**config.mk**
```make
export PLATFORM = sky130hd
export DESIGN_NAME = aspi_top
export DESIGN_NICKNAME = d
export VERILOG_FILES = /design/src/logic/aspi_top.v
export VERILOG_INCLUDE_DIRS = /design/src /design/src/shared
export SDC_FILE = /design/constraint.sdc
export NUM_CORES = 1
export LEC_CHECK = 0
export BUFFER_PORTS_ARGS = -buffer_cell sky130_fd_sc_hd__buf_2
export CORE_UTILIZATION = 25
export CTS_BUF_LIST = sky130_fd_sc_hd__clkbuf_16
export CTS_CLUSTER_SIZE = 28
export DETAILED_ROUTE_END_ITERATION = 16
export HOLD_SLACK_MARGIN = 0.1
export PLACE_DENSITY = 0.37
export SYNTH_ARGS = -nofsm -noshare
export SYNTH_HDL_FRONTEND = slang
export SYNTH_SLANG_ARGS = --single-unit
```
**constraint.sdc**
```tcl
create_clock -name CLK_SYS -period 2.9 [get_ports CLK_SYS]
set_input_delay 0.725 -clock CLK_SYS [delete_from_list [all_inputs] [get_ports CLK_SYS]]
set_output_delay 0.725 -clock CLK_SYS [all_outputs]
set_load 0.01 [all_outputs]
```
**src/shared/aspi_regs.vh**
```
`ifndef ASPI_REGS_VH
`define ASPI_REGS_VH
// Interface mode field
`define ASPI_MODE_W 2
`define ASPI_MODE_SERIAL 2'h3
// Result word layout and the shared bits carried by this block
`define ASPI_RESULT_W 18
`define ASPI_RESULT_MSB 17
`define ASPI_BIT_SYNC 12
`define ASPI_BIT_ERR 13
`define ASPI_BIT_P14 14
`define ASPI_BIT_P15 15
`define ASPI_BIT_P16 16
// Bit counter width and its load value (result width minus one)
`define ASPI_CNT_W 5
`define ASPI_CNT_LAST 5'h11
`define ASPI_CNT_ZERO 5'h00
// Master serial clock: half-period count reload value (half period is this plus one system cycle)
`define ASPI_HALF_W 4
`define ASPI_HALF_CYC 4'h4
`define ASPI_HALF_ZERO 4'h0
// Result buffer
`define ASPI_FIFO_DEPTH 16
`define ASPI_FIFO_AW 4
// Serial configuration register width
`define ASPI_CFG_W 16
// Synchronised pin vector: positions
`define ASPI_SY_W 10
`define ASPI_SY_MODE_LO 0
`define ASPI_SY_MODE_HI 1
`define ASPI_SY_CSRC 2
`define ASPI_SY_SPOL 3
`define ASPI_SY_INV 4
`define ASPI_SY_CFGSRC 5
`define ASPI_SY_CFGDAT 6
`define ASPI_SY_CFGCLK 7
`define ASPI_SY_SERIAL_DATA_CLOCK 8
`define ASPI_SY_SPARE 9
`endif

```
**src/logic/aspi_top.v**
```verilog
`include "aspi_regs.vh"

// Result buffer: valid/ready on both sides, honest full and empty
module aspi_fifo #(
  parameter WIDTH = `ASPI_RESULT_W,
  parameter DEPTH = `ASPI_FIFO_DEPTH,
  parameter AW = `ASPI_FIFO_AW
) (
  input wire clk,
  input wire rst_n,
  input wire in_valid,
  output wire in_ready,
  input wire [WIDTH-1:0] in_data,
  output wire out_valid,
  input wire out_ready,
  output wire [WIDTH-1:0] out_data
);
  reg [WIDTH-1:0] mem [0:DEPTH-1];
  reg [AW:0] wr_q, rd_q;
  reg ready_q;
  wire push, pop;
  wire [AW:0] wr_d, rd_d;

  // Ready leaves a flop, worked out from the next pointers so it never lags
  assign in_ready = ready_q;
  assign out_valid = (wr_q != rd_q);
  assign out_data = mem[rd_q[AW-1:0]];
  assign push = in_valid && in_ready;
  assign pop = out_valid && out_ready;
  assign wr_d = push ? wr_q + 1'b1 : wr_q;
  assign rd_d = pop ? rd_q + 1'b1 : rd_q;

  always @(posedge clk) begin
    if (push) begin
      mem[wr_q[AW-1:0]] <= in_data;
    end
  end

  // Pointers
  always @(posedge clk or negedge rst_n) begin
    if (!rst_n) begin
      wr_q <= {(AW+1){1'b0}};
      rd_q <= {(AW+1){1'b0}};
      ready_q <= 1'b1;
    end else begin
      wr_q <= wr_d;
      rd_q <= rd_d;
      // Extra pointer bit tells full from empty
      ready_q <= (wr_d[AW] == rd_d[AW]) || (wr_d[AW-1:0] != rd_d[AW-1:0]);
    end
  end
endmodule

module aspi_top #(
  parameter CFG_W = `ASPI_CFG_W,
  parameter FIFO_DEPTH = `ASPI_FIFO_DEPTH
) (
  input wire CLK_SYS,
  input wire RESETN,
  input wire [`ASPI_MODE_W-1:0] MODE,
  input wire CLOCK_SOURCE_SELECT,
  input wire FRAME_SYNC_POLARITY_SELECT,
  input wire CLOCK_EDGE_INVERT,
  input wire [CFG_W-1:0] HW_CONFIG,
  input wire RESULT_VALID,
  output wire RESULT_READY,
  input wire [`ASPI_RESULT_W-1:0] RESULT_DATA,
  input wire CONV_START,
  output reg PIN_D12_O,
  output reg PIN_D13_O,
  input wire PIN_D14_I,
  output reg PIN_D14_O,
  output reg PIN_D14_OE,
  input wire PIN_D15_I,
  output reg PIN_D15_O,
  output reg PIN_D15_OE,
  input wire PIN_D16_I,
  output reg PIN_D16_O,
  output reg PIN_D16_OE,
  input wire SERIAL_DATA_CLOCK_I,
  output reg SERIAL_DATA_CLOCK_O,
  output reg SERIAL_DATA_CLOCK_OE,
  output reg SERIAL_RESULT_OUTPUT_O,
  output reg [CFG_W-1:0] CONFIG_ACTIVE
);
  localparam ST_IDLE = 3'b001;
  localparam ST_LOADED = 3'b010;
  localparam ST_SHIFT = 3'b100;

  // Active edge of a sampled clock, chosen by the invert select
  function edge_hit;
    input cur;
    input prev;
    input inv;
    begin
      edge_hit = inv ? (prev && !cur) : (!prev && cur);
    end
  endfunction

  reg [`ASPI_SY_W-1:0] sy1_q, sy2_q;
  reg [CFG_W-1:0] hw1_q, hw2_q, cfg_shift_q;
  reg cfgclk_prev_q, serial_data_clock_prev_q, mclk_q, err_q, err_d, pop;
  reg [2:0] state_q, state_d;
  reg [`ASPI_RESULT_W-1:0] word_q, par_q;
  reg [`ASPI_CNT_W-1:0] cnt_q;
  reg [`ASPI_HALF_W-1:0] half_q;
  wire [`ASPI_SY_W-1:0] sy_in;
  wire [`ASPI_RESULT_W-1:0] fifo_data;
  wire fifo_valid, serial, master, slave, inv, cfg_edge, sd_edge, half_done, m_edge, s_adv;

  assign sy_in = {1'b0, SERIAL_DATA_CLOCK_I, PIN_D16_I, PIN_D15_I, PIN_D14_I, CLOCK_EDGE_INVERT,
                  FRAME_SYNC_POLARITY_SELECT, CLOCK_SOURCE_SELECT, MODE};

  // Two flops on every pin input except CONV_START before any logic looks at it
  always @(posedge CLK_SYS or negedge RESETN) begin
    if (!RESETN) begin
      sy1_q <= {`ASPI_SY_W{1'b0}};
      sy2_q <= {`ASPI_SY_W{1'b0}};
      hw1_q <= {CFG_W{1'b0}};
      hw2_q <= {CFG_W{1'b0}};
    end else begin
      sy1_q <= sy_in;
      sy2_q <= sy1_q;
      hw1_q <= HW_CONFIG;
      hw2_q <= hw1_q;
    end
  end

  assign serial = (sy2_q[`ASPI_SY_MODE_HI:`ASPI_SY_MODE_LO] == `ASPI_MODE_SERIAL);
  assign master = serial && !sy2_q[`ASPI_SY_CSRC];
  assign slave = serial && sy2_q[`ASPI_SY_CSRC];
  assign inv = sy2_q[`ASPI_SY_INV];
  assign cfg_edge = edge_hit(sy2_q[`ASPI_SY_CFGCLK], cfgclk_prev_q, inv);
  assign sd_edge = edge_hit(sy2_q[`ASPI_SY_SERIAL_DATA_CLOCK], serial_data_clock_prev_q, inv);

  aspi_fifo #(
    .WIDTH(`ASPI_RESULT_W),
    .DEPTH(FIFO_DEPTH),
    .AW(`ASPI_FIFO_AW)
  ) u_fifo (
    .clk(CLK_SYS),
    .rst_n(RESETN),
    .in_valid(RESULT_VALID),
    .in_ready(RESULT_READY),
    .in_data(RESULT_DATA),
    .out_valid(fifo_valid),
    .out_ready(pop),
    .out_data(fifo_data)
  );

  // Serial configuration capture, MSB first into the low end
  always @(posedge CLK_SYS or negedge RESETN) begin
    if (!RESETN) begin
      cfgclk_prev_q <= 1'b0;
      serial_data_clock_prev_q <= 1'b0;
      cfg_shift_q <= {CFG_W{1'b0}};
      CONFIG_ACTIVE <= {CFG_W{1'b0}};
    end else begin
      cfgclk_prev_q <= sy2_q[`ASPI_SY_CFGCLK];
      serial_data_clock_prev_q <= sy2_q[`ASPI_SY_SERIAL_DATA_CLOCK];
      // Hardware select freezes the serial path so stray clocks do nothing
      if (serial && !sy2_q[`ASPI_SY_CFGSRC] && cfg_edge) begin
        cfg_shift_q <= {cfg_shift_q[CFG_W-2:0], sy2_q[`ASPI_SY_CFGDAT]};
      end
      if (serial && !sy2_q[`ASPI_SY_CFGSRC]) begin
        CONFIG_ACTIVE <= cfg_shift_q;
      end else begin
        CONFIG_ACTIVE <= hw2_q;
      end
    end
  end

  // Master clock divider: data moves on the idle-going edge, stable at the active one
  assign half_done = (half_q == `ASPI_HALF_ZERO);
  assign m_edge = master && (state_q == ST_SHIFT) && half_done && (mclk_q != inv);
  assign s_adv = slave && (state_q != ST_IDLE) && sd_edge;

  // Transfer sequencer
  always @* begin
    state_d = state_q;
    err_d = 1'b0;
    pop = 1'b0;
    case (state_q)
      ST_IDLE: begin
        pop = !serial || fifo_valid;
        if (serial && fifo_valid) begin
          state_d = master ? ST_SHIFT : ST_LOADED;
        end
      end
      ST_LOADED: begin
        if (!slave) begin
          state_d = ST_IDLE;
        end else if (CONV_START) begin
          state_d = ST_IDLE; // Unread word replaced by newer result
        end else if (sd_edge) begin
          state_d = (cnt_q == `ASPI_CNT_ZERO) ? ST_IDLE : ST_SHIFT;
        end
      end
      ST_SHIFT: begin
        if (!serial) begin
          state_d = ST_IDLE;
        end else if (slave && CONV_START) begin
          state_d = ST_IDLE;
          err_d = 1'b1;
        end else if ((m_edge || s_adv) && cnt_q == `ASPI_CNT_ZERO) begin
          state_d = ST_IDLE;
        end
      end
      default: begin
        state_d = ST_IDLE;
      end
    endcase
  end

  always @(posedge CLK_SYS or negedge RESETN) begin
    if (!RESETN) begin
      state_q <= ST_IDLE;
      word_q <= {`ASPI_RESULT_W{1'b0}};
      par_q <= {`ASPI_RESULT_W{1'b0}};
      cnt_q <= `ASPI_CNT_ZERO;
      half_q <= `ASPI_HALF_CYC;
      mclk_q <= 1'b0;
      err_q <= 1'b0;
    end else begin
      state_q <= state_d;
      err_q <= err_d;
      if (pop && fifo_valid) begin
        word_q <= fifo_data;
        cnt_q <= `ASPI_CNT_LAST;
        if (!serial) begin
          par_q <= fifo_data;
        end
      end else if (m_edge || s_adv) begin
        word_q <= {word_q[`ASPI_RESULT_MSB-1:0], 1'b0};
        cnt_q <= cnt_q - 1'b1;
      end
      // Master clock runs only during a frame and rests at its idle level
      if (master && state_q == ST_SHIFT) begin
        half_q <= half_done ? `ASPI_HALF_CYC : half_q - 1'b1;
        if (half_done) begin
          mclk_q <= !mclk_q;
        end
      end else begin
        half_q <= `ASPI_HALF_CYC;
        mclk_q <= inv;
      end
    end
  end

  // Shared pin drivers, all registered
  always @(posedge CLK_SYS or negedge RESETN) begin
    if (!RESETN) begin
      PIN_D12_O <= 1'b0;
      PIN_D13_O <= 1'b0;
      PIN_D14_O <= 1'b0;
      PIN_D15_O <= 1'b0;
      PIN_D16_O <= 1'b0;
      PIN_D14_OE <= 1'b0;
      PIN_D15_OE <= 1'b0;
      PIN_D16_OE <= 1'b0;
      SERIAL_DATA_CLOCK_O <= 1'b0;
      SERIAL_DATA_CLOCK_OE <= 1'b0;
      SERIAL_RESULT_OUTPUT_O <= 1'b0;
    end else begin
      if (!serial) begin
        PIN_D12_O <= par_q[`ASPI_BIT_SYNC];
        PIN_D13_O <= par_q[`ASPI_BIT_ERR];
      end else if (master) begin
        // Polarity xor frame-active gives high or low sync during data
        PIN_D12_O <= (state_q == ST_SHIFT) ^ sy2_q[`ASPI_SY_SPOL];
        PIN_D13_O <= 1'b0;
      end else begin
        PIN_D12_O <= 1'b0;
        PIN_D13_O <= err_q;
      end
      PIN_D14_O <= par_q[`ASPI_BIT_P14];
      PIN_D15_O <= par_q[`ASPI_BIT_P15];
      PIN_D16_O <= par_q[`ASPI_BIT_P16];
      PIN_D14_OE <= !serial;
      PIN_D15_OE <= !serial;
      PIN_D16_OE <= !serial;
      SERIAL_DATA_CLOCK_O <= master ? mclk_q : 1'b0;
      SERIAL_DATA_CLOCK_OE <= master;
      SERIAL_RESULT_OUTPUT_O <= serial && (state_q != ST_IDLE) && word_q[`ASPI_RESULT_MSB];
    end
  end
endmodule

```
; Word-level counts from Yosys, hierarchy flattened
; Memory sizes are Yosys's and may differ from the RTL's.
; Index checks and enable logic that the tools add are counted.
[totals]
elab_cells = 117
out_inout_bits = 28
mem_bits_rw = 288
regBits = 153
in_bits = 47
n_memories = 1
[memory_table]
columns = name, words, width, read_ports, rd_ports_with_merged_regs, wr, line_no
row1 = u_fifo.mem, 16, 18, 1, 0, 1, aspi_top.v:18  ; reg [WIDTH-1:0] mem [0:DEPTH-1];
[classes]
n_eq_ne = 13
n_reduce_logical = 36
bitwise_logic = 2
mux = 34
add_sub_neg = 4
[ops]
columns = op, n
row1 = 2-to-1 mux 18 bit, 2
row2 = 2-to-1 mux 3 bit, 9
row3 = logical AND 1 bit, 20
row4 = 2-to-1 mux 5 bit, 4
row5 = 2-to-1 mux 16 bit, 1
row6 = 2-to-1 mux 1 bit, 15
row7 = "adder 5 x 1 -> 5 bit, second input constant", 2
row8 = case mux 3 bit (3 select lines), 1
row9 = zero test 1 bit, 8
row10 = 2-to-1 mux 4 bit, 2
row11 = zero test 5 bit, 1
row12 = inequality test 5 bit, 1
row13 = "subtractor 5 x 1 -> 5 bit, second input constant", 1
row14 = zero test 4 bit, 1
row15 = "inequality test 2 bit, second input constant", 2
row16 = "inequality test 4 x 2 -> 1 bit, second input constant", 1
row17 = inequality test 4 bit, 1
row18 = "inequality test 4 bit, second input constant", 1
row19 = "subtractor 4 x 1 -> 4 bit, second input constant", 1
row20 = "equality test 3 x 1 -> 1 bit, second input constant", 1
row21 = "equality test 3 x 2 -> 1 bit, second input constant", 1
row22 = "equality test 3 bit, second input constant", 1
row23 = logical OR 1 bit, 3
row24 = "inequality test 3 x 1 -> 1 bit, second input constant", 1
row25 = other kinds (8), 8

; Longest topological paths before layout
[depth]
word_depth = 11
depth_mapped = 8
depth_no_buf = 7

; Hierarchy
; A second synthesis with hierarchy kept.
[unflattened]
hier_cells = 849
hier_area_um2 = 16443.3
[by_module_without_submodules]
columns = module, seq_area_each_um2, n_inst, cells_per_inst, area_per_inst_um2
row1 = aspi_fifo, 8924.8, 1, 494, 11638.7
row2 = aspi_top, 3255.6, 1, 355, 4804.6

; Least setup slack after synthesis
; No wires, ideal clock.
[synth_path]
kind = in2reg
startpoint = in RESULT_VALID
endpoint = mem u_fifo.mem[0][0] (netlist name) (enable)
path_stages = 4
arrival_time_ns = 2.443
required_time_ns = 2.484
n_path_buf = 1
setup_ns = 0.416
slack_ns = 0.041
path_cell_list = and2_1 -> clkbuf_1 -> nand2_1 -> nor3_1
[synth_via]
elab_chain_len = 3
[synth_lines]
columns = element, line_no
row1 = "start, declared", aspi_top.v:65  ; input wire RESULT_VALID,
row2 = logical AND 1 bit, aspi_top.v:28  ; assign push = in_valid && in_ready;
row3 = 2-to-1 mux 1 bit, aspi_top.v:34  ; if (push) begin
row4 = 2-to-1 mux 1 bit (implied by the code), aspi_top.v:35  ; mem[wr_q[AW-1:0]] <= in_data;
row5 = "end, declared", aspi_top.v:18
; No other way between the ends.

; Worst setup path in the final report
[layout_path]
startpoint = reg u_fifo.rd_q[0]
endpoint = reg word_q[8]
[layout_via]
elab_chain_len = 5
word_cells_on_any_way = 7
classes_between = eq/ne: 1 / mux: 2 / reduce/logical: 3 / memory: 1
[layout_lines]
columns = element, line_no
row1 = "start, declared", aspi_top.v:19  ; reg [AW:0] wr_q, rd_q;
row2 = "start signal, assigned", aspi_top.v:43  ; rd_q <= {(AW+1){1'b0}};
row3 = "start signal, assigned", aspi_top.v:47  ; rd_q <= rd_d;
row4 = branches (longest 5 deep; another with memory (16 x 18 bit)), n/a
row5 = "end signal, assigned", aspi_top.v:218  ; word_q <= {`ASPI_RESULT_W{1'b0}};
row6 = "end signal, assigned", aspi_top.v:228  ; word_q <= fifo_data;
row7 = "end signal, assigned", aspi_top.v:234  ; word_q <= {word_q[`ASPI_RESULT_MSB-1:0], 1'b0};
row8 = "end, declared", aspi_top.v:104  ; reg [`ASPI_RESULT_W-1:0] word_q, par_q;
; Parallel ways; which one is timed is not known.
; A chain may end at the register's enable or synchronous reset.

==> qor.yml <==
cts:
  numCtsBuffers: 49
  cts_sinks: 429
  path_clk_slew_ns: 0.06
  holdBufCountCts: 1
  clk_latency_ns: 0.61
  cts_resized: 0
  cts_tree: "done"
  htreeDepth: 2
  cts_root_buffer: "clkbuf_16"
  cts_setup_buffers: 0
  cts_buffer_depth: 3
sta:
  max_freq_ghz: 0.4275
  tns_ns: 0
  final_max_slew_viol_count: 0
  tightestPinTransition_ns: 0.6451
  setup_viol: 0
  fin_crit_sh: 0.8067
  finClkSkew_ns: 0.04072
  finalHoldViolCount: 0
  min_period_ns: 2.339
  holdWs_ns: 0.2425
  grt_setup_unrepaired: "false"
  setup_ws_ns: 0.5607
  slew_headroom: 0.5699
cells_and_area:
  final_cells: 1853
  num-nets-final: 1023
  fin_area_mm2: 0.01938
  antenna_cells: 0
  fillers: 6301
  multiInputGateArea_mm2: 0.003802
  area_delta_synth_final_pct: 19.57
  layout-drive-gt1-share: 0.3257
  regArea_mm2: 0.01219
  final_util: 0.3050
synthesis:
  synth_seq_cells: 429
  syn_area_mm2: 0.01621
  synthMostInstantiatedCell: "edfxtp_1"
  ys_seq_area_frac: 0.7514
  netlist_top_cells_count: "edfxtp_1, dfrtp_1, mux4_2, mux2_2, nor2_1"
  yosys-top-cells-area: "edfxtp_1, dfrtp_1, mux4_2"
  synth_ff_type: "edfxtp_1"
  synthCells: 838
  post_synth_num_cell_types: 62
  yosysTopAreaCellShare: 0.5335
  synth_fp_nets: 893
  synthArstFlopShare: 0.3287
  yosysWarnings: 0
  synth_edf_count: 288
  yosysTopAreaCell: "edfxtp_1"
  syn_area_per_cell_um2: 19.34
placed_design:
  place_worst_setup_slack_ns: 0.5013
  dp_cells: 1762
  place_area_mm2: 0.01790
  place.port_buffers: 74
  place_congestion: 0.7066
  hpwl_mm: 25.42
grt:
  grt.overflow.total: 0
  grt_pass1_wl_mm: 60.62
  grt_max_degree: 61
  grt_pass1_vias: 8755
  antenna_found_initial: 1
  grt_usage: 0.1256
power_and_ir_drop:
  power.density_mw_per_mm2: 958.9
  power_leakage_nw: 6.904
  switching_share: 0.3119
  p_sw_mw: 5.797
  ir_worst_vdd_mv: 0.4328
  power.total_mw: 18.59
  power.internal_mw: 12.79
  pwr-share-clk: 0.306
  seq_power_share: 0.422
  combPwrFrac: 0.272
floorplan:
  die_h_um: 256.6
  initial_utilization: 0.2551
  ios: 75
  dieWidth_um: 256.6
  core_area_mm2: 0.06354
  rows: 92
  fp.dieArea_mm2: 0.06586
outcome:
  status: "completed"
flow_run:
  cap_violations: 0
min_path:
  hold_path.class: "input port to flip-flop"
  hold_depth: 1
setup_path:
  path_class: "flip-flop to flip-flop"
  crit_fanout: 20
  r2r_cells: 5
  worstPathCellList: "buf_12 -> buf_4 -> mux4_2 -> a22oi_1 -> a32oi_1"
  startpoint_type: "flip-flop"
  crit_required_ns: 3.37
  max_stage_delay_ns: 0.57
  cp-end-kind: "flip-flop"
  arrival_ns: 2.81
  critPathSlowestCell: "dfrtp_4"
route:
  wl_per_cell_um: 21.93
  via_per_inst: 4.375
  first_pass_iters: 4
  drt_iter0_drc: 384
  vias: 8107
  drc: 0
  routed_wirelength_mm: 40.64
  ant_nets: 0
==> path summary, 6_finish.rpt <==
kind | from | to | slack [ns]
max in group asynchronous | RESETN | u_fifo.in_ready$_DFF_PN1_ | 1.46
max | u_fifo.rd_q[0]$_DFF_PN0_ | word_q[8]$_DFFE_PN0P_ | 0.56
min reg2reg | hw1_q[9]$_DFF_PN0_ | hw2_q[9]$_DFF_PN0_ | 0.35
max reg2reg | u_fifo.rd_q[0]$_DFF_PN0_ | word_q[8]$_DFFE_PN0P_ | 0.56
min in group asynchronous | RESETN | hw2_q[13]$_DFF_PN0_ | 0.68
min | SERIAL_DATA_CLOCK_I | sy1_q[8]$_DFF_PN0_ | 0.24
==> cells by family (layout without fill, tap and decap cells) <==
| kind of cell | after synthesis | count (layout) | synth area share |
|---|---|---|---|
| buffers and inverters | 53 | 222 | 0.01783 |
| multiplexers | 119 | 119 | 0.1319 |
| AND/OR/NAND/NOR | 106 | 106 | 0.03365 |
| AO/OA/AOI/OAI | 97 | 97 | 0.04322 |
| flip-flops | 429 | 429 | 0.7514 |
| adder cells (fa/ha/maj) | 8 | 8 | 0.006175 |
| XOR/XNOR | 26 | 26 | 0.01582 |
==> area by class of cell <==
cell class | count | area share
clock buffers | 49 | 0.06326
clock inverters | 41 | 0.01278
inverters | 8 | 0.001549
multi-input cells | 356 | 0.1962
flip-flops and latches | 429 | 0.6288
well taps | 846 | 0.05461
repair buffers | 124 | 0.04280
==> power by group through the flow <==
stage	logic (mW)	clock network (mW)	registers (mW)
3_3_place_gp	5.20	0	7.98
6_report	5.05	5.69	7.85
5_1_grt	5.52	6.16	7.94
2_1_floorplan	3.47	0	7.71
3_5_place_dp	5.19	0	7.98
4_1_cts	5.20	5.93	7.86
==> layout by cell type (no fill, tap or decap), types with 6 or more instances in the layout <==
cell type,instances
edfxtp_1,288
dfrtp_1,136
buf_2,73
mux4_2,72
clkbuf_16,49
buf_4,43
mux2_2,31
a22oi_1,29
nand2_1,23
a21oi_1,22
inv_1,18
nor2_1,18
xnor2_1,17
clkinv_1,17
nor2_2,13
o21ai_0,11
mux2i_1,10
clkinv_2,10
a32oi_1,8
ha_1,8
nand3_1,7
and3_1,7
xor2_1,7
mux2_1,6
buf_12,6
==> state kept, by name, summed over array words and instances (netlist names), 3 cells and up <==
signal and count:
u_fifo.wr_q 5, cnt_q 5, word_q 18, cfg_shift_q 16, u_fifo.mem 288, hw2_q 16
par_q 5, hw1_q 16, state_q 3, sy1_q 9, half_q 4, sy2_q 9
CONFIG_ACTIVE 16, u_fifo.rd_q 5
==> per-layer routing <==
metal,part of all wire,global-route usage,wire [um]
met5,0.00032,0,13
met2,0.47,0.1987,19030
met3,0.046,0.02570,1874
met1,0.46,0.1717,18760
met4,0.024,0.04117,956
==> worst max-delay path: cells and delay by family, from the launching register on <==
family / cells / cell delay [ns]
mux: 1 / 0.57
flops: 1 / 0.57
buf+inv: 2 / 0.53
compound gates: 2 / 0.50
Note: power is estimated with default switching activity, not from simulation.
